File: config.mk
export PLATFORM = sky130hd
export DESIGN_NAME = obc_decoder
export DESIGN_NICKNAME = d
export VERILOG_FILES = /design/src/obc_pkg.sv /design/src/obc_opt_cell.sv /design/src/obc_decoder.sv
export SDC_FILE = /design/constraint.sdc
export NUM_CORES = 1
export LEC_CHECK = 0
export ABC_AREA = 1
export BUFFER_PORTS_ARGS = -buffer_cell sky130_fd_sc_hd__buf_2
export CAP_MARGIN = 10
export CORE_MARGIN = 2
export CORE_UTILIZATION = 30
export CTS_CLUSTER_DIAMETER = 150
export DETAILED_ROUTE_END_ITERATION = 8
export SKIP_LAST_GASP = 1
export SLEW_MARGIN = 20
export SYNTH_ARGS = -nofsm -noshare
export SYNTH_HDL_FRONTEND = slang
export SYNTH_SLANG_ARGS = --single-unit
export TNS_END_PERCENT = 10
File: constraint.sdc
create_clock -name clk_i -period 1.7 [get_ports clk_i]
set_clock_uncertainty 0.05 [all_clocks]
set_input_delay 0.17 -clock clk_i [delete_from_list [all_inputs] [get_ports clk_i]]
set_output_delay 0.17 -clock clk_i [all_outputs]
set_load 0.01 [all_outputs]
File: src/obc_pkg.sv
/*
 * Constants for the option byte configuration decoder: byte layouts,
 * field positions, erased values, field encodings and phase lengths.
 * Assumes one 10 MHz clock and a synchronous active-high reset.
 */
// Notes on behaviour
// - Byte0 bit7 selects reset on halt entry
// - Byte0 bit6 selects hardware or software watchdog
// - Byte0 bit4 low turns voltage detector on
// - Byte0 bit3 low enables clock doubler
// - Byte0 bits2:1 select 64, 44, 32 pins
// - Unbonded pads forced input with pull-up
// - Byte0 bit0 low enables read-out protection
// - Protected option erase wipes user memory first
// - Byte1 bit7 remaps timer and serial pins
// - Byte1 bit6 routes second capture input
// - Byte1 bits5:4 select main clock source
// - Byte1 bits3:2 select oscillator range
// - Byte1 bit0 picks 4096 or 256 cycles
// - Option bytes reachable only in programming mode
// - Erased storage reads as all ones
// - Blank parts select internal clock source
// - Mask parts hard-wire option values
package obc_pkg;

    // ==========================================================
    // Byte layout
    localparam int OPT_W = 8;
    localparam logic [7:0] OPT_ERASED = 8'hff;
    localparam logic [7:0] OPT0_DEFAULT = 8'hff;
    localparam logic [7:0] OPT1_DEFAULT = 8'hef;

    localparam int B0_HALT_RST = 7;
    localparam int B0_WDG_SW   = 6;
    localparam int B0_RSVD     = 5;
    localparam int B0_LVD_OFF  = 4;
    localparam int B0_DBL_OFF  = 3;
    localparam int B0_PKG_HI   = 2;
    localparam int B0_PKG_LO   = 1;
    localparam int B0_RDP_N    = 0;

    localparam int B1_REMAP1   = 7;
    localparam int B1_REMAP0   = 6;
    localparam int B1_CLK_HI   = 5;
    localparam int B1_CLK_LO   = 4;
    localparam int B1_RNG_HI   = 3;
    localparam int B1_RNG_LO   = 2;
    localparam int B1_RESET_PHASE_LENGTH_SEL     = 0;

    // ==========================================================
    // Encodings
    typedef enum logic [1:0] {
        OBC_PKG_32 = 2'h0,
        OBC_PKG_44 = 2'h1,
        OBC_PKG_64 = 2'h2
    } obc_pkg_sel_type;

    localparam logic [1:0] CLK_RESONATOR = 2'h0;
    localparam logic [1:0] CLK_RSVD      = 2'h1;
    localparam logic [1:0] CLK_INTERNAL  = 2'h2;
    localparam logic [1:0] CLK_EXTERNAL  = 2'h3;

    localparam logic [1:0] RANGE_LOW_POWER    = 2'h0;
    localparam logic [1:0] RANGE_MEDIUM_POWER = 2'h1;
    localparam logic [1:0] RANGE_MEDIUM_SPEED = 2'h2;
    localparam logic [1:0] RANGE_HIGH_SPEED   = 2'h3;

    // ==========================================================
    // Reset phase lengths in CPU cycles
    localparam int PHASE_W = 13;
    localparam logic [12:0] PHASE_LONG  = 13'h1000;
    localparam logic [12:0] PHASE_SHORT = 13'h0100;

    // Programming port commands
    typedef enum logic [1:0] {
        OBC_CMD_READ  = 2'h0,
        OBC_CMD_WRITE = 2'h1,
        OBC_CMD_ERASE = 2'h2
    } obc_cmd_type;

    // Memory wipe address width in bits; the wipe walks one word per clock
    localparam int WIPE_ADDR_W = 16;

endpackage

File: src/obc_opt_cell.sv
/*
 * One option byte cell: programmable storage, or a constant in
 * mask parts. Erase returns all ones; programming only clears bits.
 * Assumes the caller gates writes by programming mode.
 */
module obc_opt_cell #(
    parameter bit         MASK_ROM  = 1'b0,
    parameter logic [7:0] ROM_VALUE = 8'hff,
    parameter logic [7:0] BLANK     = 8'hff
) (
    input  wire logic       clk_i,
    input  wire logic       srst_i,
    input  wire logic       wr_i,
    input  wire logic       erase_i,
    input  wire logic [7:0] wdata_i,
    output logic      [7:0] value_o
);

    logic [7:0] store_r;
    logic [7:0] store_nxt;
    // Fresh storage starts blank at power-up, unlike after a device reset
    logic       blank_r = 1'b1;

    // ==========================================================
    // Storage survives the device reset; only the first reset seeds it
    assign store_nxt = erase_i ? obc_pkg::OPT_ERASED
                     : wr_i    ? (store_r & wdata_i)
                     : store_r;

    always_ff @(posedge clk_i)
    begin
        if (srst_i && blank_r)
        begin
            store_r <= BLANK;
            blank_r <= 1'b0;
        end
        else
        begin
            store_r <= store_nxt;
        end
    end

    assign value_o = MASK_ROM ? ROM_VALUE : store_r;

endmodule

File: src/obc_decoder.sv
/*
 * Option byte configuration decoder. Holds two option bytes, reachable
 * only by the programming port while prog_mode_i is high, and latches
 * their decoded meaning at reset for clock, reset, watchdog and pin mux.
 * Assumes inputs synchronous to clk_i and a synchronous high reset.
 */
module obc_decoder #(
    parameter bit         MASK_ROM   = 1'b0,
    parameter logic [7:0] ROM_OPT0   = 8'hff,
    parameter logic [7:0] ROM_OPT1   = 8'hef,
    parameter int         WIPE_WORDS = 16'hf000
) (
    input  wire logic        clk_i,
    input  wire logic        srst_i,
    input  wire logic        prog_mode_i,
    input  wire logic        prog_sel_i,
    input  wire logic [1:0]  prog_cmd_i,
    input  wire logic        prog_strobe_i,
    input  wire logic [7:0]  prog_wdata_i,
    output logic      [7:0]  prog_rdata_o,
    output logic             prog_busy_o,
    output logic             wipe_active_o,
    output logic [15:0]      wipe_addr_o,
    output logic             halt_entry_watchdog_reset_sel_o,
    output logic             watchdog_type_sel_o,
    output logic             low_voltage_detector_off_o,
    output logic             clock_doubler_en_o,
    output logic [1:0]       package_sel_o,
    output logic             unbonded_pad_pullup_44_o,
    output logic             unbonded_pad_pullup_32_o,
    output logic             readout_protect_n_o,
    output logic             alt_function_remap_1_o,
    output logic             alt_function_remap_0_o,
    output logic [1:0]       clock_source_type_o,
    output logic [1:0]       oscillator_range_sel_o,
    output logic             reset_phase_length_sel_o,
    output logic [12:0]      reset_phase_cycles_o
);

    // ==========================================================
    // Access gating
    logic op_ok;
    logic op_wr;
    logic op_erase;
    logic op_read;
    logic wipe_done;

    assign op_ok    = prog_mode_i & prog_strobe_i & ~prog_busy_o;
    assign op_wr    = op_ok & (prog_cmd_i == obc_pkg::OBC_CMD_WRITE);
    assign op_erase = op_ok & (prog_cmd_i == obc_pkg::OBC_CMD_ERASE);
    assign op_read  = op_ok & (prog_cmd_i == obc_pkg::OBC_CMD_READ);

    // ==========================================================
    // Storage cells
    logic [7:0] opt0;
    logic [7:0] opt1;
    logic       prot_now;
    logic       cell_erase;
    logic       erase_pend_r;

    assign prot_now   = ~opt0[obc_pkg::B0_RDP_N];
    assign cell_erase = (op_erase & ~prot_now) | wipe_done;

    obc_opt_cell #(
        .MASK_ROM  (MASK_ROM),
        .ROM_VALUE (ROM_OPT0),
        .BLANK     (obc_pkg::OPT0_DEFAULT)
    ) u_opt0 (
        .clk_i     (clk_i),
        .srst_i    (srst_i),
        .wr_i      (op_wr & ~prog_sel_i),
        .erase_i   (cell_erase),
        .wdata_i   (prog_wdata_i),
        .value_o   (opt0)
    );

    obc_opt_cell #(
        .MASK_ROM  (MASK_ROM),
        .ROM_VALUE (ROM_OPT1),
        .BLANK     (obc_pkg::OPT1_DEFAULT)
    ) u_opt1 (
        .clk_i     (clk_i),
        .srst_i    (srst_i),
        .wr_i      (op_wr & prog_sel_i),
        .erase_i   (cell_erase),
        .wdata_i   (prog_wdata_i),
        .value_o   (opt1)
    );

    // ==========================================================
    // Protected erase: wipe user memory, then the option bytes
    typedef enum logic [0:0] {
        OBC_IDLE = 1'b0,
        OBC_WIPE = 1'b1
    } obc_state_type;

    obc_state_type state_r;
    obc_state_type state_nxt;
    logic [15:0]   wipe_addr_r;
    logic [15:0]   wipe_addr_nxt;
    logic          wipe_last;

    assign wipe_last = (wipe_addr_r == 16'(WIPE_WORDS - 1));
    assign wipe_done = (state_r == OBC_WIPE) & wipe_last;

    always_comb
    begin
        state_nxt     = state_r;
        wipe_addr_nxt = wipe_addr_r;
        case (state_r)
            OBC_IDLE:
            begin
                if (op_erase && prot_now)
                begin
                    state_nxt     = OBC_WIPE;
                    wipe_addr_nxt = 16'h0000;
                end
            end
            OBC_WIPE:
            begin
                if (wipe_last)
                    state_nxt = OBC_IDLE;
                else
                    wipe_addr_nxt = wipe_addr_r + 16'h0001;
            end
            default:
                state_nxt = OBC_IDLE;
        endcase
    end

    always_ff @(posedge clk_i)
    begin
        if (srst_i)
        begin
            state_r     <= OBC_IDLE;
            wipe_addr_r <= 16'h0000;
        end
        else
        begin
            state_r     <= state_nxt;
            wipe_addr_r <= wipe_addr_nxt;
        end
    end

    always_ff @(posedge clk_i)
    begin
        if (srst_i)
            erase_pend_r <= 1'b0;
        else
            erase_pend_r <= wipe_done;
    end

    assign prog_busy_o   = (state_r == OBC_WIPE) | erase_pend_r;
    assign wipe_active_o = (state_r == OBC_WIPE);
    assign wipe_addr_o   = wipe_addr_r;

    // ==========================================================
    // Programming read-back; outside programming mode reads zero
    logic [7:0] rdata_r;

    always_ff @(posedge clk_i)
    begin
        if (srst_i)
            rdata_r <= 8'h00;
        else if (op_read)
            rdata_r <= prog_sel_i ? opt1 : opt0;
        else
            rdata_r <= 8'h00;
    end

    assign prog_rdata_o = rdata_r;

    // ==========================================================
    // Configuration latched while reset is held, frozen afterwards
    logic [7:0] cfg0_r;
    logic [7:0] cfg1_r;

    always_ff @(posedge clk_i)
    begin
        if (srst_i)
        begin
            cfg0_r <= opt0;
            cfg1_r <= opt1;
        end
    end

    // ==========================================================
    // Decoding
    logic [1:0] pkg_bits;
    logic       pkg_64;

    assign halt_entry_watchdog_reset_sel_o = cfg0_r[obc_pkg::B0_HALT_RST];
    assign watchdog_type_sel_o             = cfg0_r[obc_pkg::B0_WDG_SW];
    assign low_voltage_detector_off_o      = cfg0_r[obc_pkg::B0_LVD_OFF];
    assign clock_doubler_en_o              = ~cfg0_r[obc_pkg::B0_DBL_OFF];
    assign readout_protect_n_o             = cfg0_r[obc_pkg::B0_RDP_N];

    assign pkg_bits = {cfg0_r[obc_pkg::B0_PKG_HI], cfg0_r[obc_pkg::B0_PKG_LO]};
    assign pkg_64   = pkg_bits[1];
    assign package_sel_o = pkg_64       ? obc_pkg::OBC_PKG_64
                         : pkg_bits[0]  ? obc_pkg::OBC_PKG_44
                         : obc_pkg::OBC_PKG_32;

    // Pads missing from smaller packages held as pulled-up inputs
    assign unbonded_pad_pullup_44_o = ~pkg_64;
    assign unbonded_pad_pullup_32_o = ~pkg_64 & ~pkg_bits[0];

    assign alt_function_remap_1_o = cfg1_r[obc_pkg::B1_REMAP1];
    assign alt_function_remap_0_o = cfg1_r[obc_pkg::B1_REMAP0];
    assign clock_source_type_o    =
        {cfg1_r[obc_pkg::B1_CLK_HI], cfg1_r[obc_pkg::B1_CLK_LO]};
    assign oscillator_range_sel_o =
        {cfg1_r[obc_pkg::B1_RNG_HI], cfg1_r[obc_pkg::B1_RNG_LO]};
    assign reset_phase_length_sel_o = cfg1_r[obc_pkg::B1_RESET_PHASE_LENGTH_SEL];
    assign reset_phase_cycles_o = cfg1_r[obc_pkg::B1_RESET_PHASE_LENGTH_SEL]
                                ? obc_pkg::PHASE_SHORT : obc_pkg::PHASE_LONG;

endmodule

* Word-level counts from Yosys, hierarchy flattened
Cells that the tools add are included.
Word-level totals: input bits 15, RAM bits 0, latch bits 0, flip-flop bits (word level) 58, word-level logic and storage cells 53, memories kept 0, ROM bits 0, output and inout bits 55
Operators by class: reductions and logical operators 5, multiplexer cells 11, bitwise operators 22, divide/modulo/power cells 0, add/subtract/negate cells 1, equal/unequal tests 5, multipliers 0, shifts and indexed selects 0, magnitude comparators 0
Operators by type and width (number):
- 2-to-1 mux 16 bit | 2
- case mux 16 bit (2 select lines) | 1
- adder 16 x 1 -> 16 bit, second input constant | 1
- AND 8 bit | 2
- == test 16 bit, second input constant | 1
- 2-to-1 mux 13 bit | 1
- AND 1 bit | 10
- 2-to-1 mux 8 bit | 1
- inverter 1 bit | 8
- 2-to-1 mux 5 bit | 1
- inequality test 2 bit, second input constant | 2
- 2-to-1 mux 1 bit | 3
- == test 2 x 1 -> 1 bit, second input constant | 1
- == test 2 bit, second input constant | 1
- zero test 2 bit | 1
- 2-to-1 mux 2 bit | 1
- OR 1 bit | 2
- case mux 1 bit (2 select lines) | 1
- AND reduction 2 bit | 1
- nonzero test 2 bit | 1
- OR reduction 2 bit | 1
- logical AND 1 bit | 1

* Depth between registers and ports, before layout
Gate-level depths: netlist (run 1).
depth in word-level cells 7, mapped depth 10, depth with buffers taken out 10

* Modules after synthesis
A second synthesis (run 1) with hierarchy kept.
Unflattened totals: cells, all modules 349, area, all modules 2671.3 µm²
By module, submodules not included:
- obc_decoder | times used 1, cells each 266, area an instance 2070.7 µm²
- obc_opt_cell (u_opt1) | times used 1, cells each 41, area an instance 305.3 µm²
- obc_opt_cell (u_opt0) | times used 1, cells each 42, area an instance 295.3 µm²

* Least setup slack after synthesis (run 1)
No wires, ideal clock.
path type register to register, start point register wipe_addr_r[1] (netlist: wipe_addr_o[1]), end point register u_opt1.store_r[4] (netlist: u_opt1.value_o[4]), enable pin, setup slack -77 ps, library setup time 292 ps, stages on the path, launching flop included 9, data arrival time 1435 ps, data required time 1358 ps, period minus slack after synthesis 1777 ps, buffers on the path 1, cell sequence dfxtp_1 -> ha_1 -> nand3_1 -> nor2_4 -> nand2_1 -> nor2_2 -> a32oi_2 -> buf_6 -> nand2_2
Between the ends: word-level cells in the longest chain between the ends 4
Ends and longest elaborated chain:
- start, declared | RTL line obc_decoder.sv:99 | logic [15:0] wipe_addr_r;
- start signal, assigned | RTL line obc_decoder.sv:141 | wipe_addr_r <= wipe_addr_nxt;
- == test 16 bit | RTL line obc_decoder.sv:103 | assign wipe_last = (wipe_addr_r == 16'(WIPE_WORDS - 1));
- AND 1 bit | RTL line obc_decoder.sv:104 | assign wipe_done = (state_r == OBC_WIPE) & wipe_last;
- OR 1 bit | RTL line obc_decoder.sv:62 | assign cell_erase = (op_erase & ~prot_now) | wipe_done;
- nonzero test 2 bit (no line)
- end signal, assigned | RTL line obc_opt_cell.sv:39 | store_r <= store_nxt;
- end, declared | RTL line obc_opt_cell.sv:19 | logic [7:0] store_r;
No other way between the ends. A chain may end at the register's enable or synchronous reset.

* Final worst setup path (run 1)
start point register wipe_addr_r[2] (netlist: wipe_addr_o[2]), end point register wipe_addr_r[12] (netlist: wipe_addr_o[12])
Between the ends: word-level cells in the longest chain between the ends 3, elaborated cells between the ends (all ways) 6, those cells by class add/sub (1); eq/ne (2); mux (2); reduce/logical (1)
Ends and longest elaborated chain (RTL line):
- adder 16 x 1 -> 16 bit or == test 16 bit (tied branches) | obc_decoder.sv:124, obc_decoder.sv:103
- 2-to-1 mux 16 bit or inequality test 2 bit (tied branches)
- case mux 16 bit (2 select lines) or AND reduction 2 bit (tied branches)
Several ways; a longest one is shown, not always the timed one. The select of a mux whose other input is x is not followed.

==> results of run 1 <==
-- state kept, by name, summed over array words and instances, names as in the netlist --
| name | cells |
|---|---|
| wipe_addr_o | 16 |
| prog_rdata_o | 8 |
| u_opt0.value_o | 8 |
| u_opt1.value_o | 8 |
| cfg0_r | 7 |
| cfg1_r | 7 |
| erase_pend_r | 1 |
| wipe_active_o | 1 |
-- how the worst max path moves through the flow --
| stage | depth (start not counted) | slack (ns) | startpoint | end |
|---|---|---|---|---|
| after global placement | 5 | 0.07 | wipe_active_o | u_opt1.value_o[4] |
| after detailed placement | 6 | 0.04 | wipe_active_o | u_opt1.value_o[1] |
| after floorplan | 8 | 0.0003 | wipe_addr_o[0] | u_opt1.value_o[4] |
| after CTS | 6 | 0.03 | wipe_active_o | u_opt1.value_o[1] |
| final | 8 | 0.11 | wipe_addr_o[2] | wipe_addr_o[12] |
| after global routing | 8 | -0.08 | wipe_addr_o[5] | wipe_addr_o[9] |
-- worst register-to-register path, cell delays in order, from the launching register on --
cell     delay [ns]
dfxtp_1        0.47
nand2_1        0.16
nor2_2         0.15
nand2_1        0.11
o21ai_1        0.17
nand2_2        0.17
nand2_1        0.11
nand2_1        0.05
nor2_1         0.09
-- synth_stat cells --
master,number,share of area (%)
a21oi_1,10,1.9
a21oi_2,8,2.7
a32oi_2,1,0.63
buf_1,1,0.14
buf_12,1,0.77
buf_4,13,3.8
buf_6,2,0.87
clkbuf_1,2,0.29
conb_1,1,0.14
dfxtp_1,41,32
edfxtp_1,15,17
ha_1,1,0.48
inv_1,31,4.5
inv_2,1,0.14
nand2_1,86,12
nand2_2,10,2.4
nand2_4,1,0.43
nand3_1,25,4.8
nand4_1,5,1.2
nand4_4,1,0.82
nor2_1,32,4.6
nor2_2,2,0.48
nor2_4,4,1.7
nor3_1,2,0.39
o211ai_1,1,0.29
o21ai_0,19,3.7
o21ai_1,1,0.19
o21bai_1,1,0.29
or2_2,3,0.72
-- through the flow --
stage / util [%] / TNS [ns]
after floorplan: - / 0
after CTS: 37.12 / 0
after detailed placement: 35.78 / 0
after global placement: 35.78 / 0
final: 37.24 / 0
after global routing: 37.24 / -0.2894
-- cell families (layout without fill, tap and decap cells) --
family,Yosys count,after routing,synth area share (%)
flops,56,56,49.06
buf+inv,51,107,10.48
fa+ha+maj,1,1,0.4828
other cells,1,11,0.1447
compound gates,41,41,9.706
simple gates,171,171,30.13
-- power by group --
| group | switching (mW) | leakage, nW | total, mW | internal, mW |
|---|---|---|---|---|
| clock network | 0.435 | 0.0558 | 0.881 | 0.446 |
| logic | 0.115 | 0.868 | 0.172 | 0.0565 |
| registers | 0.0141 | 0.490 | 1.40 | 1.38 |
| total | 0.564 | 1.41 | 2.45 | 1.89 |
-- cell type report --
type	instances	share of cell area (%)
inverter	32	3.887
timing repair buffer	67	11.58
sequential	56	41.21
clock buffer	6	2.348
multi-input combinational	224	35.47
tap	105	4.251
clock inverter	2	1.255
-- timing repair --
action	CTS	global route
hold endpoints to repair	0	0
hold buffers	0	0
setup endpoints to repair	0	24
gates resized for setup	0	3
-- per-layer routing --
layer  routed length (um)  track usage, %  vias to the layer above
met3                  384           3.396                        5
met4                   37           2.925                        0
li1                     -               -                     1143
met5                    0               0                        -
met2                 2682           21.42                       74
met1                 2843           17.00                      999
==> run metrics, run 1 <==
GPL Wtd Cong=0.8179; Unique masters post-synth=29; Tot GR Track Use=12.95%; total wire length=5948 um; Layout Cells excl Fill=492; max cap viols=0; Synth Instances=321; Cell Pwr Density=792.7 nW/um^2; die height=~97 um; WP data arrival=1.79 ns; period utilization=93.48%; CTS Buf Count=5; area of the multi-input gates=1096 um^2; worst vdd ir=0.3186 mV; CP Data Required Time=1.90 ns; Tot Pwr=~2.4 mW; buffers added on ports=58; CORE AREA=8299 um^2; H-tree depth=2; clock-pin slew on the worst setup and hold paths=0.10 ns; grt ovf=0; num rows=33; initial core utilization=31.22%; final setup fails=0; DR vias=between 2000 and 2500; DR vias/cell=4.514; status=finished clean; initial antenna violation count=0; CTS Root Cell=clkbuf_8; Slew Viols, Final=0; r2r worst-path depth=8; worst path cell trace=nand2_1 > nor2_2 > nand2_1 > o21ai_1 > nand2_2 > nand2_1 > nand2_1 > nor2_1; hpwl dp=approximately 4400 um; Antenna Nets Post-Route=0; standby leakage power=approximately 1.4 nW; most common cell after layout, fill and taps aside=nand2_1; Slowest Stage Delay on Critical Path=0.47 ns; CP Capture Type=register; total die area=9396 um^2; hold endpoint=u_opt0.value_o[0]; maximum clock rate=629.3 MHz; Worst Setup Start Kind=register; dpl cell area=2969 um^2; fill count=879; Synthesis Warnings=0; layout cells sized above 1=28.42%; drt first pass iters=4; CP most frequent cell=nand2_1; crit path time final=1.589 ns; FF+latch count, synth=56; pre-CTS setup slack=between 0.04 and 0.05 ns; die width=96.94 um; Netlist Area Pre-Place=2591 um^2; nets=approximately 400; largest fanout on the critical path=10; most frequent cells in the layout=nand2_1 (84), buf_2 (58), dfxtp_1 (39), nor2_1 (32), inv_1 (31); RSZ-0062 raised after global routing=true; hold depth=3; CTS tree=built; R2R Setup Slk=0.11 ns; CTS Sinks=56; final hold vios=0; critical path buffer and inverter count=0; number of global-route vias before repair=2095; IO Pins=70; antenna cells=0; Hold WS=0.06148 ns; Placed Cells=484; Area Growth Syn to Fin=19.27%; Crit Path Category=reg2reg; pin count of the biggest net entering global routing=26; first-pass GRT wire length=10060 um; Post-CTS Setup Repair Bufs=0; Worst-Skew Late Latency=0.30 ns; Hold WC Path Type=in2reg; post-route cell area=roughly 3100 um^2; critical path's top delay family=simple AND/OR/NAND/NOR gates; hold wc startpoint=prog_wdata_i[0]; CTS max path bufs=2; post-DR wirelength/cell=12.09 um; DRC violations left=0; RR Startpoint=wipe_addr_o[2]; initial drt markers=96; Sequential Area=1274 um^2; sequential share of the synthesized area=49.06%; CP max stage cell=dfxtp_1; Mapped Avg Cell Area=8.072 um^2; setup ws final=0.1109 ns; reg2reg end=wipe_addr_o[12]
Power figures use the tool's default switching activity.
==> inputs of run 2 (changes only) <==
- SYNTH_HIERARCHICAL: default -> 1
==> run 2 against run 1 <==
Effect of this change: critical path depth unchanged; routed wire length up 7.7%; design area up 2.9%; global-route usage up 0.60 points; clock-buffer cell count unchanged; synthesized cell count up 8.7%; sequential share of layout area down 1.2 points; critical path type unchanged; critical endpoint is now wipe_addr_o[9]; largest power group unchanged.
==> run metrics, run 2 <==
die width=98.36 um; RR Startpoint=wipe_addr_o[6]; grt ovf=0; hpwl dp=4666 um; total die area=roughly 9700 um^2; sequential share of the synthesized area=47.59%; FF+latch count, synth=56; CTS Sinks=56; Synthesis Warnings=6; Area Growth Syn to Fin=19.02%; CORE AREA=slightly below 9000 um^2; Slew Viols, Final=0; cell accounting for the most synthesized area=dfxtp_1; Unique masters post-synth=31; layout cells sized above 1=about a quarter; IO Pins=70; total wire length=6407 um; most common cell after layout, fill and taps aside=nand2_1; H-tree depth=2; worst vdd ir=0.3680 mV; GPL Wtd Cong=0.8403; standby leakage power=1.531 nW; Antenna Nets Post-Route=0; Hold WS=0.08135 ns; ys async rst share=0%; hold_buf cts=0; Worst Setup Start Kind=register; pin count of the biggest net entering global routing=20; initial core utilization=30.78%; antenna cells=0; hold wc startpoint=prog_wdata_i[2]; Layout Cells excl Fill=528; post-DR wirelength/cell=about 12 um; Yosys top cell area share=30.73%; number of global-route vias before repair=2242; final hold vios=0; crit path time final=1.602 ns; most frequent cells after synthesis=nand2_1 (114), inv_1 (45), dfxtp_1 (41); buffers added on ports=between 50 and 60; Hold WC Path Type=in2reg; most frequent cells in the layout=nand2_1 (114), buf_2 (58), inv_1 (44), dfxtp_1 (41), nor2_1 (34); first-pass GRT wire length=10610 um; main area contributors after synthesis=dfxtp_1 (31%), edfxtp_1 (17%), nand2_1 (16%); initial drt markers=96; grt peak-use layer=met2; die height=98.36 um; num rows=34; Synth Instances=349; Netlist Area Pre-Place=around 2700 um^2; CTS Root Cell=clkbuf_8; drt first pass iters=4; initial antenna violation count=0; post-route cell area=3179 um^2; nets=435; CTS tree=built; Worst-Skew Late Latency=0.32 ns; Tot Pwr=2.517 mW; Crit Path Category=reg2reg; CTS max path bufs=2; clock-pin slew on the worst setup and hold paths=0.10 ns; dpl cell area=approximately 3000 um^2; RSZ-0062 raised after global routing=true; Cell Pwr Density=around 800 nW/um^2; CP Capture Type=register; number of flops mapped to enable cells by yosys=15; final setup fails=0; period utilization=94.23%; max cap viols=0; DR vias/cell=4.447; flip-flop count of the largest register, all copies and words added=16; CTS Buf Count=5; met3 Use GR=approximately 3.2%; met2 GRT Util=21.66%; status=finished clean; top_reg_cell synth=dfxtp_1; DR vias=2348; DRC violations left=0; count leader, synth=nand2_1; WP data arrival=1.81 ns; maximum clock rate=between 600 and 700 MHz; Mapped Avg Cell Area=7.654 um^2; largest fanout on the critical path=6; Tot GR Track Use=13.56%; CP startpoint=wipe_addr_o[6]; met1 usage=17.99%; Placed Cells=519; CP Data Required Time=1.91 ns
run 2: changes by cell type in the layout (fill, tap and decap cells not counted), sizes merged, moves of 2 or more:
cell | previous run | this run
nand2 | 97 | 125
o21ai | 20 | 5
inv | 33 | 46
buf | 67 | 72
nor2 | 38 | 40
o21bai | 1 | 3
run 2: layout make-up:
cell class                 count  area [um^2]
clock buffer                   6        72.57
multi-input combinational    238         1116
inverter                      46        172.7
sequential                    56         1271
tap                          108        135.1
timing repair buffer          72        395.4
fill                         939         5499
clock inverter                 2        16.27
run 2: path summary, 6_finish.rpt:
check,endpoint,slack (ns),cells after the start
max,wipe_addr_o[9],0.1,8
min,u_opt0/value_o[2],0.08,5
max reg2reg,wipe_addr_o[9],0.1,8
min reg2reg,u_opt1/value_o[1],0.40,2
run 2: logic make-up after synthesis:
kind of cell / share of synthesized area (%)
compound gates: 6.089
simple gates: 33.30
fa+ha+maj: 0.4683
buf+inv: 12.41
other cells: 0.1404
flops: 47.59
run 2: repair_timing:
item	CTS	global route
gates resized for setup	0	3
endpoints found under the setup margin	0	10
buffers inserted	0	0
run 2: metrics by stage:
| step | setup WS, ns | setup TNS, ns | util [%] |
|---|---|---|---|
| detailed placement | 0.1186 | 0 | 35.50 |
| floorplan | 0.07990 | 0 | - |
| CTS | 0.09616 | 0 | 36.52 |
| finish | 0.09814 | 0 | 36.63 |
| global placement | 0.1267 | 0 | 35.50 |
| global route | -0.05046 | -0.1913 | 36.63 |
run 2: power breakdown:
part           switching, mW  internal [mW]
combinational          0.156         0.0923
clock                  0.451          0.294
sequential            0.0539           1.47
total                  0.660           1.86
run 2: worst max-delay path, cell delays in order, from the launching register on:
cell and delay [ns]:
dfxtp_1 0.46, nand2_1 0.17, nor2_1 0.19, nand2_1 0.19, o21ai_0 0.20, nand2_1 0.07, nor2_1 0.09, nor2_1 0.05
nor2_1 0.09
run 2: per-layer routing:
layer / routed length [um] / part of all wire (%) / vias up
li1: - / - / 1197
met1: 3049 / 48 / 1061
met2: 2831 / 44 / 83
met3: 445 / 6.9 / 7
met4: 80 / 1.2 / 0
met5: 0 / 0 / -
